`src/iag_params.svh`:
```
// Register indices, field positions, reset values and timing counts for the interrupt block
`ifndef IAG_PARAMS_SVH
`define IAG_PARAMS_SVH

`define IAG_IDX_CSD 16'hfc00
`define IAG_IDX_ICR 16'hfc01
`define IAG_IDX_MR 16'hfc02
`define IAG_IDX_TC 16'hfc03
`define IAG_IDX_BSR 16'hfc05
`define IAG_IDX_RPI 16'hfc07
`define IAG_IDX_DMACTL 16'hfc10
`define IAG_IDX_DMA_INTERRUPT_FLAG 16'hfc14
`define IAG_IDX_ISR 16'hfe04
`define IAG_IDX_IMR 16'hfe0d
`define IAG_IDX_IDR 16'hfe0e
`define IAG_IDX_ICLR 16'hfe10

`define IAG_MR_DMA_MODE 1
`define IAG_MR_MON_BSY 2
`define IAG_MR_PAR_IRQ 4
`define IAG_MR_PAR_CHK 5
`define IAG_ICR_DATA_BUS 0
`define IAG_ICR_ASSERT_RST 7
`define IAG_BSR_MISMATCH 3
`define IAG_BSR_IRQ_ACT 4
`define IAG_BSR_PAR_ERR 5
`define IAG_BSR_EOD 7
`define IAG_TC_LAST_BYTE 7
`define IAG_DMA_TIP 0
`define IAG_DMA_IEN 1
`define IAG_DMA_INTERRUPT_FLAG_FLAG 0

`define IAG_ISR_EXT0 0
`define IAG_ISR_EXT1 1
`define IAG_ISR_T1 2
`define IAG_ISR_T2 3
`define IAG_ISR_DMA 4
`define IAG_ISR_TWS1 5
`define IAG_ISR_TWS0 6
`define IAG_ISR_SCSI 7

`define IAG_REG_RESET 8'h00
`define IAG_RESP_OKAY 2'b00
`define IAG_RESP_SLVERR 2'b10

`define IAG_CLK_NS 5
`define IAG_BUS_CLEAR_NS 800
`define IAG_BUS_SETTLE_NS 400
`define IAG_BUS_CLEAR_CYC (`IAG_BUS_CLEAR_NS / `IAG_CLK_NS)
`define IAG_BUS_SETTLE_CYC ((`IAG_BUS_SETTLE_NS + `IAG_CLK_NS - 1) / `IAG_CLK_NS)

`endif

```
`src/iag_pkg.sv`:
```
// Types shared by the interrupt aggregation block
package iag_pkg;
  typedef logic [7:0] iag_reg_t;
  typedef enum logic [2:0] {
    IAG_BSY_IDLE = 3'b001,
    IAG_BSY_SETTLE = 3'b010,
    IAG_BSY_ARMED = 3'b100
  } iag_bsy_state_t;
endpackage

```
`src/iag_sync.sv`:
```
// Two-flop synchroniser for a vector of pin levels
`timescale 1ns/1ps
`default_nettype none
module iag_sync #(
  parameter int W = 1
) (
  input wire logic clk_i,
  input wire logic nrst_i,
  input wire logic [W-1:0] async_i,
  output logic [W-1:0] sync_o
);
  logic [W-1:0] meta_q;
  genvar g;
  generate
    for (g = 0; g < W; g++) begin : g_bit
      always_ff @(posedge clk_i or negedge nrst_i) begin
        if (!nrst_i) begin
          meta_q[g] <= 1'b0;
          sync_o[g] <= 1'b0;
        end else begin
          meta_q[g] <= async_i[g];
          sync_o[g] <= meta_q[g];
        end
      end
    end
  endgenerate
endmodule // iag_sync
`default_nettype wire

```
`src/iag_top.sv`:
```
// Interrupt aggregation, SCSI/DMA interrupt sources and AXI4-Lite registers
//
// Design decision made here: the AXI4-Lite interface to the registers.
`timescale 1ns/1ps
`default_nettype none
`include "iag_params.svh"
module iag_top (
  input wire logic clk_i,
  input wire logic nrst_i,
  input wire logic [31:0] s_axi_awaddr_i,
  input wire logic s_axi_awvalid_i,
  output logic s_axi_awready_o,
  input wire logic [31:0] s_axi_wdata_i,
  input wire logic [3:0] s_axi_wstrb_i,
  input wire logic s_axi_wvalid_i,
  output logic s_axi_wready_o,
  output logic [1:0] s_axi_bresp_o,
  output logic s_axi_bvalid_o,
  input wire logic s_axi_bready_i,
  input wire logic [31:0] s_axi_araddr_i,
  input wire logic s_axi_arvalid_i,
  output logic s_axi_arready_o,
  output logic [31:0] s_axi_rdata_o,
  output logic [1:0] s_axi_rresp_o,
  output logic s_axi_rvalid_o,
  input wire logic s_axi_rready_i,
  input wire logic scsi_rst_line_i,
  input wire logic scsi_bsy_line_i,
  input wire logic scsi_req_line_i,
  input wire logic scsi_io_line_i,
  input wire logic scsi_cd_line_i,
  input wire logic scsi_msg_line_i,
  input wire logic [7:0] scsi_data_line_i,
  input wire logic [1:0] external_irq_pins_i,
  input wire logic sel_event_i,
  input wire logic initiator_mode_i,
  input wire logic data_parity_bad_i,
  input wire logic dma_rx_byte_i,
  input wire logic transfer_in_progress_i,
  input wire logic dma_receive_i,
  input wire logic scsi_rx_empty_i,
  input wire logic last_byte_sent_i,
  input wire logic [1:0] tws_irq_i,
  input wire logic [1:0] timer_irq_i,
  input wire logic [1:0] sff_irq_i,
  output logic mcu_irq0_o,
  output logic mcu_irq1_o,
  output logic scsi_bus_release_o,
  output logic scsi_assert_rst_o,
  output logic scsi_data_drive_o,
  output logic scsi_req_accept_o
);
  localparam logic [7:0] CLEAR_CYC = 8'(`IAG_BUS_CLEAR_CYC);
  localparam logic [7:0] SETTLE_CYC = 8'(`IAG_BUS_SETTLE_CYC);

  // Pin synchronisation
  logic [14:0] pins_s;
  iag_sync #(.W(15)) u_sync (
    .clk_i(clk_i),
    .nrst_i(nrst_i),
    .async_i({external_irq_pins_i, scsi_data_line_i, scsi_msg_line_i, scsi_cd_line_i,
              scsi_io_line_i, scsi_req_line_i, scsi_bsy_line_i}),
    .sync_o(pins_s)
  );
  wire logic bsy_s = pins_s[0];
  wire logic req_s = pins_s[1];
  wire logic [2:0] phase_s = pins_s[4:2];
  wire logic [7:0] data_s = pins_s[12:5];
  wire logic [1:0] ext_s = pins_s[14:13];
  logic rst_s;
  iag_sync #(.W(1)) u_sync_rst (
    .clk_i(clk_i),
    .nrst_i(nrst_i),
    .async_i(scsi_rst_line_i),
    .sync_o(rst_s)
  );

  // Registers
  iag_pkg::iag_reg_t mr_q, icr_q, tc_q, dmactl_q, isr_q, imr_q, idr_q;
  iag_pkg::iag_reg_t isr_d;
  logic irq_act_q, par_err_q, eod_q, eod_pend_q, dma_interrupt_flag_q;
  logic rst_prev_q, req_prev_q, tip_prev_q;
  logic [1:0] ext_prev_q;
  logic [7:0] clear_cnt_q, settle_cnt_q;
  iag_pkg::iag_bsy_state_t bsy_st_q, bsy_st_d;

  // AXI write channel capture
  logic aw_have_q, w_have_q;
  logic [31:0] awaddr_q, wdata_q;
  logic [3:0] wstrb_q;
  wire logic aw_take = s_axi_awvalid_i && s_axi_awready_o;
  wire logic w_take = s_axi_wvalid_i && s_axi_wready_o;
  assign s_axi_awready_o = !aw_have_q && !s_axi_bvalid_o;
  assign s_axi_wready_o = !w_have_q && !s_axi_bvalid_o;
  wire logic wr_go = aw_have_q && w_have_q && !s_axi_bvalid_o;
  wire logic [15:0] widx = awaddr_q[17:2];
  wire logic waddr_ok = (awaddr_q[31:18] == 14'h0000) && (awaddr_q[1:0] == 2'b00);
  wire logic lane0 = wr_go && wstrb_q[0];
  wire logic [7:0] wbyte = wdata_q[7:0];
  wire logic wr_icr = lane0 && waddr_ok && (widx == `IAG_IDX_ICR);
  wire logic wr_mr = lane0 && waddr_ok && (widx == `IAG_IDX_MR);
  wire logic wr_tc = lane0 && waddr_ok && (widx == `IAG_IDX_TC);
  wire logic wr_dma = lane0 && waddr_ok && (widx == `IAG_IDX_DMACTL);
  wire logic wr_isr = lane0 && waddr_ok && (widx == `IAG_IDX_ISR);
  wire logic wr_imr = lane0 && waddr_ok && (widx == `IAG_IDX_IMR);
  wire logic wr_idr = lane0 && waddr_ok && (widx == `IAG_IDX_IDR);
  wire logic wr_iclr = lane0 && waddr_ok && (widx == `IAG_IDX_ICLR);
  wire logic w_mapped = waddr_ok && ((widx == `IAG_IDX_ICR) || (widx == `IAG_IDX_MR) ||
    (widx == `IAG_IDX_TC) || (widx == `IAG_IDX_DMACTL) || (widx == `IAG_IDX_ISR) ||
    (widx == `IAG_IDX_IMR) || (widx == `IAG_IDX_IDR) || (widx == `IAG_IDX_ICLR));

  // AXI read decode; side effects happen on the address handshake
  wire logic ar_take = s_axi_arvalid_i && s_axi_arready_o;
  assign s_axi_arready_o = !s_axi_rvalid_o;
  wire logic [15:0] ridx = s_axi_araddr_i[17:2];
  wire logic raddr_ok = (s_axi_araddr_i[31:18] == 14'h0000) && (s_axi_araddr_i[1:0] == 2'b00);
  wire logic rd_csd = ar_take && raddr_ok && (ridx == `IAG_IDX_CSD);
  wire logic rd_rpi = ar_take && raddr_ok && (ridx == `IAG_IDX_RPI);
  wire logic rd_dma_interrupt_flag = ar_take && raddr_ok && (ridx == `IAG_IDX_DMA_INTERRUPT_FLAG);

  // SCSI event detection
  wire logic mismatch = (phase_s != tc_q[2:0]);
  wire logic rst_evt = (rst_s && !rst_prev_q) ||
    (wr_icr && wbyte[`IAG_ICR_ASSERT_RST] && !icr_q[`IAG_ICR_ASSERT_RST]);
  wire logic tip_fall = tip_prev_q && !transfer_in_progress_i;
  // Receive completion is held back until the core has drained
  wire logic eod_set = (tip_fall && (!dma_receive_i || scsi_rx_empty_i)) ||
    (eod_pend_q && scsi_rx_empty_i);
  wire logic par_evt = mr_q[`IAG_MR_PAR_CHK] && data_parity_bad_i &&
    (rd_csd || dma_rx_byte_i);
  wire logic par_irq = par_evt && mr_q[`IAG_MR_PAR_IRQ];
  wire logic mm_irq = mr_q[`IAG_MR_DMA_MODE] && mismatch && req_s && !req_prev_q;
  wire logic bsy_loss = (bsy_st_q == iag_pkg::IAG_BSY_ARMED) && !bsy_s &&
    mr_q[`IAG_MR_MON_BSY];
  wire logic scsi_evt = sel_event_i || eod_set || rst_evt || par_irq || mm_irq ||
    bsy_loss;
  wire logic dma_evt = tip_fall && dmactl_q[`IAG_DMA_IEN];
  wire logic [1:0] ext_rise = ext_s & ~ext_prev_q;

  // Status set sources; SCSI events pass through even mid-transfer
  wire logic [7:0] isr_set = {scsi_evt, tws_irq_i[0], tws_irq_i[1], dma_evt, timer_irq_i[1],
    timer_irq_i[0], sff_irq_i[1] | ext_rise[1], sff_irq_i[0] | ext_rise[0]};
  wire logic [7:0] isr_force = wr_isr ? wbyte : 8'h00;
  wire logic [7:0] isr_clr = wr_iclr ? wbyte : 8'h00;
  // Set wins over a same-cycle clear; masking never stops the set
  assign isr_d = (isr_q & ~isr_clr) | isr_set | isr_force;

  always_comb begin
    bsy_st_d = bsy_st_q;
    case (bsy_st_q)
      iag_pkg::IAG_BSY_IDLE: begin
        if (bsy_s) begin
          bsy_st_d = iag_pkg::IAG_BSY_SETTLE;
        end
      end
      iag_pkg::IAG_BSY_SETTLE: begin
        if (!bsy_s) begin
          bsy_st_d = iag_pkg::IAG_BSY_IDLE;
        end else if (settle_cnt_q >= SETTLE_CYC - 8'h01) begin
          bsy_st_d = iag_pkg::IAG_BSY_ARMED;
        end
      end
      iag_pkg::IAG_BSY_ARMED: begin
        if (!bsy_s) begin
          bsy_st_d = iag_pkg::IAG_BSY_IDLE;
        end
      end
      default: bsy_st_d = iag_pkg::IAG_BSY_IDLE;
    endcase
  end

  // Read data mux
  logic [7:0] rbyte;
  logic rmapped;
  always_comb begin
    rbyte = 8'h00;
    rmapped = raddr_ok;
    case (ridx)
      `IAG_IDX_CSD: rbyte = data_s;
      `IAG_IDX_ICR: rbyte = icr_q;
      `IAG_IDX_MR: rbyte = mr_q;
      `IAG_IDX_TC: rbyte = {last_byte_sent_i, tc_q[6:0]};
      `IAG_IDX_BSR: rbyte = {eod_q, 1'b0, par_err_q, irq_act_q, mismatch, 3'b000};
      `IAG_IDX_RPI: rbyte = 8'h00;
      `IAG_IDX_DMACTL: rbyte = {dmactl_q[7:1], transfer_in_progress_i};
      `IAG_IDX_DMA_INTERRUPT_FLAG: rbyte = {7'h00, dma_interrupt_flag_q};
      `IAG_IDX_ISR: rbyte = isr_q;
      `IAG_IDX_IMR: rbyte = imr_q;
      `IAG_IDX_IDR: rbyte = idr_q;
      default: rmapped = 1'b0;
    endcase
  end

  // Bus side effects; REQ and data drive dropped on an initiator mismatch
  wire logic ini_mm = initiator_mode_i && mismatch;
  assign scsi_data_drive_o = icr_q[`IAG_ICR_DATA_BUS] && !ini_mm && !scsi_bus_release_o;
  assign scsi_req_accept_o = req_s && !ini_mm;
  assign scsi_assert_rst_o = icr_q[`IAG_ICR_ASSERT_RST];
  // Release follows the synchronised line within two cycles, far inside the bus clear delay
  assign scsi_bus_release_o = rst_s || (clear_cnt_q != 8'h00);

  always_ff @(posedge clk_i or negedge nrst_i) begin
    if (!nrst_i) begin
      aw_have_q <= 1'b0;
      w_have_q <= 1'b0;
      awaddr_q <= 32'h0000_0000;
      wdata_q <= 32'h0000_0000;
      wstrb_q <= 4'h0;
      s_axi_bvalid_o <= 1'b0;
      s_axi_bresp_o <= `IAG_RESP_OKAY;
    end else begin
      if (aw_take) begin
        aw_have_q <= 1'b1;
        awaddr_q <= s_axi_awaddr_i;
      end
      if (w_take) begin
        w_have_q <= 1'b1;
        wdata_q <= s_axi_wdata_i;
        wstrb_q <= s_axi_wstrb_i;
      end
      if (wr_go) begin
        aw_have_q <= 1'b0;
        w_have_q <= 1'b0;
        s_axi_bvalid_o <= 1'b1;
        s_axi_bresp_o <= w_mapped ? `IAG_RESP_OKAY : `IAG_RESP_SLVERR;
      end else if (s_axi_bvalid_o && s_axi_bready_i) begin
        s_axi_bvalid_o <= 1'b0;
      end
    end
  end

  always_ff @(posedge clk_i or negedge nrst_i) begin
    if (!nrst_i) begin
      s_axi_rvalid_o <= 1'b0;
      s_axi_rdata_o <= 32'h0000_0000;
      s_axi_rresp_o <= `IAG_RESP_OKAY;
    end else if (ar_take) begin
      s_axi_rvalid_o <= 1'b1;
      s_axi_rdata_o <= {24'h000000, rmapped ? rbyte : 8'h00};
      s_axi_rresp_o <= rmapped ? `IAG_RESP_OKAY : `IAG_RESP_SLVERR;
    end else if (s_axi_rvalid_o && s_axi_rready_i) begin
      s_axi_rvalid_o <= 1'b0;
    end
  end

  always_ff @(posedge clk_i or negedge nrst_i) begin
    if (!nrst_i) begin
      mr_q <= `IAG_REG_RESET;
      icr_q <= `IAG_REG_RESET;
      tc_q <= `IAG_REG_RESET;
      dmactl_q <= `IAG_REG_RESET;
      imr_q <= `IAG_REG_RESET;
      idr_q <= `IAG_REG_RESET;
      isr_q <= `IAG_REG_RESET;
    end else begin
      if (wr_mr) mr_q <= wbyte;
      if (wr_icr) icr_q <= wbyte;
      if (wr_tc) tc_q <= wbyte;
      if (wr_dma) dmactl_q <= wbyte;
      if (wr_imr) imr_q <= wbyte;
      if (wr_idr) idr_q <= wbyte;
      isr_q <= isr_d;
    end
  end

  // SCSI flags: each set beats a same-cycle clearing read
  always_ff @(posedge clk_i or negedge nrst_i) begin
    if (!nrst_i) begin
      irq_act_q <= 1'b0;
      par_err_q <= 1'b0;
      eod_q <= 1'b0;
      eod_pend_q <= 1'b0;
      dma_interrupt_flag_q <= 1'b0;
    end else begin
      irq_act_q <= scsi_evt || (irq_act_q && !rd_rpi);
      par_err_q <= par_evt || (par_err_q && !rd_rpi);
      eod_q <= eod_set || (eod_q && !transfer_in_progress_i);
      eod_pend_q <= (tip_fall && dma_receive_i && !scsi_rx_empty_i) ||
        (eod_pend_q && !scsi_rx_empty_i && !transfer_in_progress_i);
      dma_interrupt_flag_q <= dma_evt || (dma_interrupt_flag_q && !rd_dma_interrupt_flag);
    end
  end

  always_ff @(posedge clk_i or negedge nrst_i) begin
    if (!nrst_i) begin
      rst_prev_q <= 1'b0;
      req_prev_q <= 1'b0;
      tip_prev_q <= 1'b0;
      ext_prev_q <= 2'b00;
      clear_cnt_q <= 8'h00;
      settle_cnt_q <= 8'h00;
      bsy_st_q <= iag_pkg::IAG_BSY_IDLE;
    end else begin
      rst_prev_q <= rst_s;
      req_prev_q <= req_s;
      tip_prev_q <= transfer_in_progress_i;
      ext_prev_q <= ext_s;
      bsy_st_q <= bsy_st_d;
      if (rst_evt) begin
        clear_cnt_q <= CLEAR_CYC;
      end else if (clear_cnt_q != 8'h00) begin
        clear_cnt_q <= clear_cnt_q - 8'h01;
      end
      if (bsy_st_q == iag_pkg::IAG_BSY_SETTLE && bsy_s) begin
        settle_cnt_q <= settle_cnt_q + 8'h01;
      end else begin
        settle_cnt_q <= 8'h00;
      end
    end
  end

  // Outputs registered so the core sees clean levels
  wire logic [7:0] live = isr_q & imr_q;
  always_ff @(posedge clk_i or negedge nrst_i) begin
    if (!nrst_i) begin
      mcu_irq0_o <= 1'b0;
      mcu_irq1_o <= 1'b0;
    end else begin
      mcu_irq0_o <= |(live & ~idr_q);
      mcu_irq1_o <= |(live & idr_q);
    end
  end
endmodule // iag_top
`default_nettype wire

```
`config.mk`:
```
export PLATFORM = sky130hd
export DESIGN_NAME = iag_top
export DESIGN_NICKNAME = d
export VERILOG_FILES = /design/src/iag_pkg.sv /design/src/iag_sync.sv /design/src/iag_top.sv
export VERILOG_INCLUDE_DIRS = /design/src /design/src/src
export SDC_FILE = /design/constraint.sdc
export NUM_CORES = 1
export LEC_CHECK = 0
export ABC_AREA = 1
export BUFFER_PORTS_ARGS = -buffer_cell sky130_fd_sc_hd__buf_2
export CORE_UTILIZATION = 49
export DETAILED_ROUTE_END_ITERATION = 10
export GPL_TIMING_DRIVEN = 0
export PLACE_DENSITY = 0.87
export SKIP_LAST_GASP = 1
export SLEW_MARGIN = 20
export SYNTH_ARGS = -nofsm -noshare
export SYNTH_HDL_FRONTEND = slang
export SYNTH_HIERARCHICAL = 1
export SYNTH_SLANG_ARGS = --single-unit
```
`constraint.sdc`:
```
create_clock -name clk_i -period 1.5 [get_ports clk_i]
set_input_delay 0 -clock clk_i [delete_from_list [all_inputs] [get_ports clk_i]]
set_output_delay 0 -clock clk_i [all_outputs]
set_load 0.02 [all_outputs]
```
After elaboration in Yosys (flattened, before gate mapping)
Cells that the tools add are included.

storage, ports and cells
  register bits = 175
  bits of input ports = 137
  output and inout port bits = 47

cells by class
  add/subtract/negate cells = 2
  magnitude comparators = 1
  equal/unequal tests = 26
  muxes and demuxes = 23
  bitwise logic cells = 12
  reduce and logical (&&, ||, !) cells = 105

operators by type and width
  cell                  number
  $eq 16x16->1 const B  19
  $pmux 8 s10           1
  $logic_and 1x1->1     54
  $mux 8                6
  $and 8x8->8           4
  $logic_not 14->1      2
  $logic_or 1x1->1      22
  $not 8->8             2
  $or 8x8->8            2
  $reduce_or 8->1       2
  $logic_not 1->1       15
  $mux 3                4
  $reduce_or 11->1      1
  $reduce_bool 2->1     5
  $mux 1                9
  $pmux 3 s3            1
  $add 8x1->8 const B   1
  $ge 8x7->1 const B    1
  $reduce_bool 8->1     1
  $sub 8x1->8 const B   1
  $logic_not 2->1       2
  $mux 2                2
  $eq 3x1->1 const B    1
  $eq 3x2->1 const B    1
  other kinds (9)       10

Logic depth before layout (Yosys ltp)
  depth in word-level cells = 14
  gate-level depth with buffers = 11
  mapped depth without buffers = 11

Hierarchy
Netlist, hierarchy kept.

by module, submodules not included
  module                  times used  cells each  area each (µm²)  sequential area each (µm²)
  iag_top                 1           878         7,329.5          3,504.6
  iag_sync at u_sync      1           30          750.7            750.7
  iag_sync at u_sync_rst  1           2           50.0             50.0

Worst setup path after synthesis
OpenSTA, ideal clock, no wires.

  path kind = reg-to-reg
  start point = register s_axi_bvalid_o
  end point = register awaddr_q[22]
  setup time = 0.125 ns
  arrival time = 1.593 ns
  path slack = -0.218 ns
  stages on the path, launching flop included = 6
  clock period less this slack = 1.718 ns
  cells stage by stage = dfrtp_1 > nor2_1 > nand2_1 > buf_2 > buf_2 > mux2_2

on the way
  cells in the longest elaborated chain, start to end = 3

ends and longest elaborated chain
  element                    line            RTL
  start: declaration         iag_top.sv:18   output logic s_axi_bvalid_o,
  start signal: assignment   iag_top.sv:209  s_axi_bvalid_o <= 1'b0;
  start signal: assignment   iag_top.sv:224  s_axi_bvalid_o <= 1'b1;
  start signal: assignment   iag_top.sv:227  s_axi_bvalid_o <= 1'b0;
  $logic_not 1->1            iag_top.sv:93   assign s_axi_awready_o = !aw_have_q && !s_axi_bvalid_o;
  $logic_and 1x1->1          iag_top.sv:93
  named net s_axi_awready_o  iag_top.sv:12   output logic s_axi_awready_o,
  $logic_and 1x1->1          iag_top.sv:91   wire logic aw_take = s_axi_awvalid_i && s_axi_awready_o;
  end signal: assignment     iag_top.sv:214  awaddr_q <= s_axi_awaddr_i;
  end: declaration           iag_top.sv:89   logic [31:0] awaddr_q, wdata_q;

The timed path passes the listed nets, and every way through them passes these cells.
A chain may end at the register's enable or synchronous reset.

Final worst setup path
  start point = register awaddr_q[1]
  end point = register isr_q[7]

on the way
  cells in the longest elaborated chain, start to end = 13
  elaborated cells on any way between the ends = 19

ends and longest elaborated chain
  element                         line                                            RTL
  $logic_not 2->1 *               iag_top.sv:97                                   wire logic waddr_ok = (awaddr_q[31:18] == 14'h0000) && (awaddr_q[1:0] == 2'b00);
  $logic_and 1x1->1 *             iag_top.sv:97
  $logic_and 1x1->1 *             iag_top.sv:100, iag_top.sv:104, iag_top.sv:107
  $logic_and 1x1->1               iag_top.sv:100                                  wire logic wr_icr = lane0 && waddr_ok && (widx == `IAG_IDX_ICR);
  $logic_and 1x1->1 (2 in a row)  iag_top.sv:124                                  (wr_icr && wbyte[`IAG_ICR_ASSERT_RST] && !icr_q[`IAG_ICR_ASSERT_RST]);
  $logic_or 1x1->1                iag_top.sv:123                                  wire logic rst_evt = (rst_s && !rst_prev_q) ||
  $logic_or 1x1->1 (4 in a row)   iag_top.sv:135                                  wire logic scsi_evt = sel_event_i || eod_set || rst_evt || par_irq || mm_irq ||
  $or 8x8->8                      iag_top.sv:146                                  assign isr_d = (isr_q & ~isr_clr) | isr_set | isr_force;
  $or 8x8->8 *                    iag_top.sv:146
  named net isr_d[7]              iag_top.sv:80                                   iag_pkg::iag_reg_t isr_d;
  end signal: assignment          iag_top.sv:254                                  isr_q <= `IAG_REG_RESET;
  end signal: assignment          iag_top.sv:262                                  isr_q <= isr_d;
  end: declaration                iag_top.sv:79                                   iag_pkg::iag_reg_t mr_q, icr_q, tc_q, dmactl_q, isr_q, imr_q, idr_q;

The timed path passes the listed nets; every way through them passes the cells marked *.

==> results.txt <==
The critical setup path kind is reg -> reg. Entering global routing, the biggest net connects 102 pins. The delay of the slowest critical-path stage came out at 0.40 ns. The nature of the critical path endpoint is a register. For this run, the leading register cell type out of synthesis is sky130_fd_sc_hd__dfrtp_1.

The post-place instance area is 9260 um^2. The synthesized design contains 172 register bits. The arrival time at the worst endpoint is 2.21 ns. The clock arrives with 0.01275 ns of skew.

The combinational share of power came out at 25.4%. The leading area contributor after synthesis is sky130_fd_sc_hd__dfrtp_1. In this run the core area contains 46 standard-cell rows.

The repair_antennas step left the layout with diodes totalling 0. The startpoint identified for the worst register-to-register timing path is awaddr_q[1]. The power share of the sequential group is 41.7%. The internal cell power is 9.814 mW.

The relative max-transition margin came out at 64.16%. For the pin with the worst max-slew slack, the measured transition is 0.5377 ns. The minimum hold slack came out at 0.08002 ns. Synthesis instantiated 48 different standard cells from the library.

The number of instances in the synthesized netlist is 910. Static timing analysis puts the maximum clock frequency at 530.1 MHz. The reported leakage power is 5.600 nW.

The XOR/XNOR share of the synthesized area is 0.6464%. The total number of nets in the final design is 1347. The die is 130.8 um wide. Along the worst path, the maximum fanout reaches 8. The die height came out at 130.8 um. The switching power share of the total is 32.57%. The final critical delay including setup and external delays is 1.886 ns. Setup repair after global routing could not meet its margin everywhere.

The floorplan step defined a die boundary enclosing 17110 um^2. The signed area change from the synthesized netlist to the final layout came out at 42.03%. The CTS sink count is 172. The final-layout fill cell count is 1077.

The switching component of the power came out at 4.740 mW. The share of synthesized cell area in full adder, half adder and majority cells is 0.3078%. For the worst setup path, the data required time is 1.82 ns. The number of H-tree branching levels came out at 4. The floorplan step defined a core boundary enclosing 16060 um^2. The via density per instance is 5.339. The mux cell area share after synthesis came out at 3.878%. The number of non-filler instances in the completed layout came out at 1437. The final reports fail on setup timing. The worst setup path is launched from a register. The terminus of the critical flop-to-flop path is isr_q[7]. The first global-routing pass estimated 37250 um of wire. The number of placed cells counting well taps came out at 1282.

The clock slew at the register clock pins of the worst setup and hold paths is 0.07 ns. VDD sags by at most 1330 uV. The launching element of the worst setup path is awaddr_q[1].

The max-slew violation count is 0. The sequential fraction of the synthesis area is 52.95%. The cell area that synthesis handed to floorplanning was 8130 um^2. In this run the tool buffered the top-level ports with 130 buffer cells. The initial antenna violation count was 0. The length in cells of the worst reg-to-reg path came out at 11. The clock network fraction of design power came out at 32.8%. The final hold violation count came out at 0. The placed wire-length estimate after detailed placement is 14170 um. The final design instance area without fill came out at 11550 um^2. The total number of yosys warnings came out at 6. In the finished design, the share of the clock period the worst path needs comes to 125.8%.

The root buffer cell is sky130_fd_sc_hd__clkbuf_16. The number of buffers added by the clock tree synthesis step is 17. The initial DRC count is 663. Of the total synthesized cell area, the portion taken by AND, OR, NAND and NOR gates is 26.07%. The congestion estimate from routability-driven global placement came to 0.9076. The count of vias placed by the detailed router came out at 7672.

By area the synthesized netlist is led by sky130_fd_sc_hd__dfrtp_1 53%, sky130_fd_sc_hd__nand2_1 9.2%, sky130_fd_sc_hd__nand3_1 6.2%. The insertion delay to the later sink of the worst-skew pair came out at 0.44 ns. Summing the areas of all compound-gate instances in the mapped netlist gives 8.526% of the synthesized area. Dividing the detail-routed wire length by the instance count gives 16.98 um. The aggregate global-route resource usage came out at 29.16%.

Setup violations remaining at the end of the flow were counted as 67. Yosys instantiated no cell more often than sky130_fd_sc_hd__nand2_1. The share of async-settable or async-resettable flops after synthesis is 100.0%. After detailed routing, the total wire length is 24410 um. The area share of the largest cell type after synthesis is 52.63%.

By count the netlist is led by 199 x sky130_fd_sc_hd__nand2_1, 171 x sky130_fd_sc_hd__dfrtp_1, 109 x sky130_fd_sc_hd__nor2_1. The dominant combinational cell family by area after synthesis is simple AND/OR/NAND/NOR gates. The DRC violations left is 0. The power per cell area came out at 1260 nW/um^2. The critical path ends at isr_q[7]. Among all stages on the critical path, the largest delay is contributed by sky130_fd_sc_hd__dfrtp_1. For this run, the detailed router's first-pass iteration total came to 5. The average instance area after synthesis came out at 8.934 um^2. Walking the worst path, the cells encountered are nor2_1, nand2_1, nor2_2, nand2_2, nor2_8, buf_12, nand3_4, o21ai_2, nand2_1, inv_1, nand2_1.

The number of nets still failing antenna checks after routing came out at 0. TritonCTS built the clock tree. For the final routed database, the setup TNS stands at -20.33 ns.

The run finished, with violations left. The number of maximum-capacitance violations is 0. The number of top-level design ports is 184. The number of synthesized flops with an enable pin came out at 0. For this configuration, the core starts out at a cell density of 50.63%. The final worst setup slack is -0.3865 ns.

The dominant cell type by count on the critical path is sky130_fd_sc_hd__nand2_1. The flop-to-flop setup slack is -0.39 ns. The min-delay analysis places its worst path in the category in -> reg.

The overall overflow remaining after global route is 0. The fraction of layout cells with a size suffix above 1 is 35.46%. The worst-case clock buffer depth is 2. The number of global-route vias before repair came out at 7597.
## state kept, by name, indices dropped and copies added (netlist names), 2 cells and up
| name | count |
|---|---|
| clear_cnt_q | 8 |
| bsy_st_q | 3 |
| settle_cnt_q | 8 |
| u_sync/meta_q | 15 |
| tc_q | 7 |
| wdata_q | 8 |
| u_sync/sync_o | 15 |
| icr_q | 8 |
| imr_q | 8 |
| isr_q | 8 |
| s_axi_rdata_o | 8 |
| ext_prev_q | 2 |
| mr_q | 8 |
| awaddr_q | 32 |
| dmactl_q | 7 |
| idr_q | 8 |
## worst min path at each step
stage / from / to / slack (ns) / cells past startpoint
2_1_floorplan: nrst_i / aw_have_q / -0.30 / 0
3_3_place_gp: external_irq_pins_i[1] / u_sync/meta_q[14] / 0.11 / 1
3_5_place_dp: nrst_i / awaddr_q[1] / -0.01 / 1
4_1_cts: s_axi_wvalid_i / wdata_q[1] / 0.04 / 4
5_1_grt: last_byte_sent_i / s_axi_rdata_o[7] / 0.11 / 7
6_report: s_axi_arvalid_i / s_axi_rvalid_o / 0.08 / 4
## through the flow
| step | power (mW) | utilization, % | setup slack, ns |
|---|---|---|---|
| 2_1_floorplan | 7.818 | - | -0.06264 |
| 3_3_place_gp | 8.536 | 57.43 | -2.402 |
| 3_5_place_dp | 8.720 | 57.67 | -0.4120 |
| 4_1_cts | 13.97 | 69.04 | -0.1940 |
| 5_1_grt | 15.12 | 71.91 | -0.4374 |
| 6_report | 14.55 | 71.91 | -0.3865 |
## critical path: cells and delay by family, from the launching register on
kind	cells	cell delay [ns]
buffers and inverters	2	0.21
DFF	1	0.40
and+or+nand+nor	8	1.01
AOI/OAI and AO/OA	1	0.15
## area by class of cell
cell class                      count  area [um^2]  share of cell area (%)
Clock inverter                     11        182.7                   1.582
Clock buffer                       21        450.4                   3.901
Timing Repair Buffer              253         1921                   16.63
Tap cell                          216        270.3                   2.340
Sequential cell                   172         4312                   37.34
Inverter                           79        302.8                   2.622
Multi-Input combinational cell    640         3759                   32.55
Buffer                             44        345.3                   2.991
Timing Repair inverter              1        5.005                 0.04334
## power groups by stage
stage | Clock, mW | Sequential (mW) | Combinational, mW
floorplan | 0 | 5.89 | 1.93
global placement | 0 | 5.95 | 2.59
detailed placement | 0 | 6.00 | 2.72
CTS | 4.80 | 5.93 | 3.24
global route | 5.00 | 6.13 | 3.99
finish | 4.78 | 6.07 | 3.70
## what timing repair did
action	in CTS	in global routing
setup endpoints to repair	82	97
setup buffers	28	16
resized for setup	60	90
gates cloned	2	3
pin swaps	25	24
hold buffers	73	1
hold endpoints to repair	141	1
## kinds of logic (layout without fill, tap and decap cells)
kind of cell	count (synthesis)	in the layout
flops	172	172
simple gates	463	463
mux	28	28
buf+inv	123	409
compound gates	115	115
other cells	1	26
fa+ha+maj	2	2
xor+xnor	6	6
## metal layers
layer  vias to the layer above  part of all wire (%)  global-route usage, %
met1                      3659                    38                  34.03
met4                         0                   3.7                  15.35
met5                         -                     0                      0
li1                       3531                     -                      -
met2                       394                    51                  49.61
met3                        88                   6.9                  7.410
## cell usage in the layout (no fill, tap or decap), types with 8 or more instances in the layout
cell type,synthesis,final
sky130_fd_sc_hd__nand2_2,3,24
sky130_fd_sc_hd__dlygate4sd3_1,0,74
sky130_fd_sc_hd__mux2_2,28,28
sky130_fd_sc_hd__inv_1,77,72
sky130_fd_sc_hd__o21ai_0,41,17
sky130_fd_sc_hd__nand2_4,1,12
sky130_fd_sc_hd__o21ai_1,10,23
sky130_fd_sc_hd__dfrtp_1,171,166
sky130_fd_sc_hd__buf_2,9,134
sky130_fd_sc_hd__nor2_1,109,87
sky130_fd_sc_hd__buf_6,6,18
sky130_fd_sc_hd__nor2_2,8,25
sky130_fd_sc_hd__nand2_1,199,167
sky130_fd_sc_hd__nor2_4,7,12
sky130_fd_sc_hd__clkbuf_16,0,18
sky130_fd_sc_hd__conb_1,1,26
sky130_fd_sc_hd__buf_4,26,59
sky130_fd_sc_hd__nand3_1,101,93
sky130_fd_sc_hd__a21oi_1,26,21
sky130_fd_sc_hd__nand3_2,5,8
sky130_fd_sc_hd__o21ai_2,20,31
Note: power is estimated with default switching activity, not from simulation.
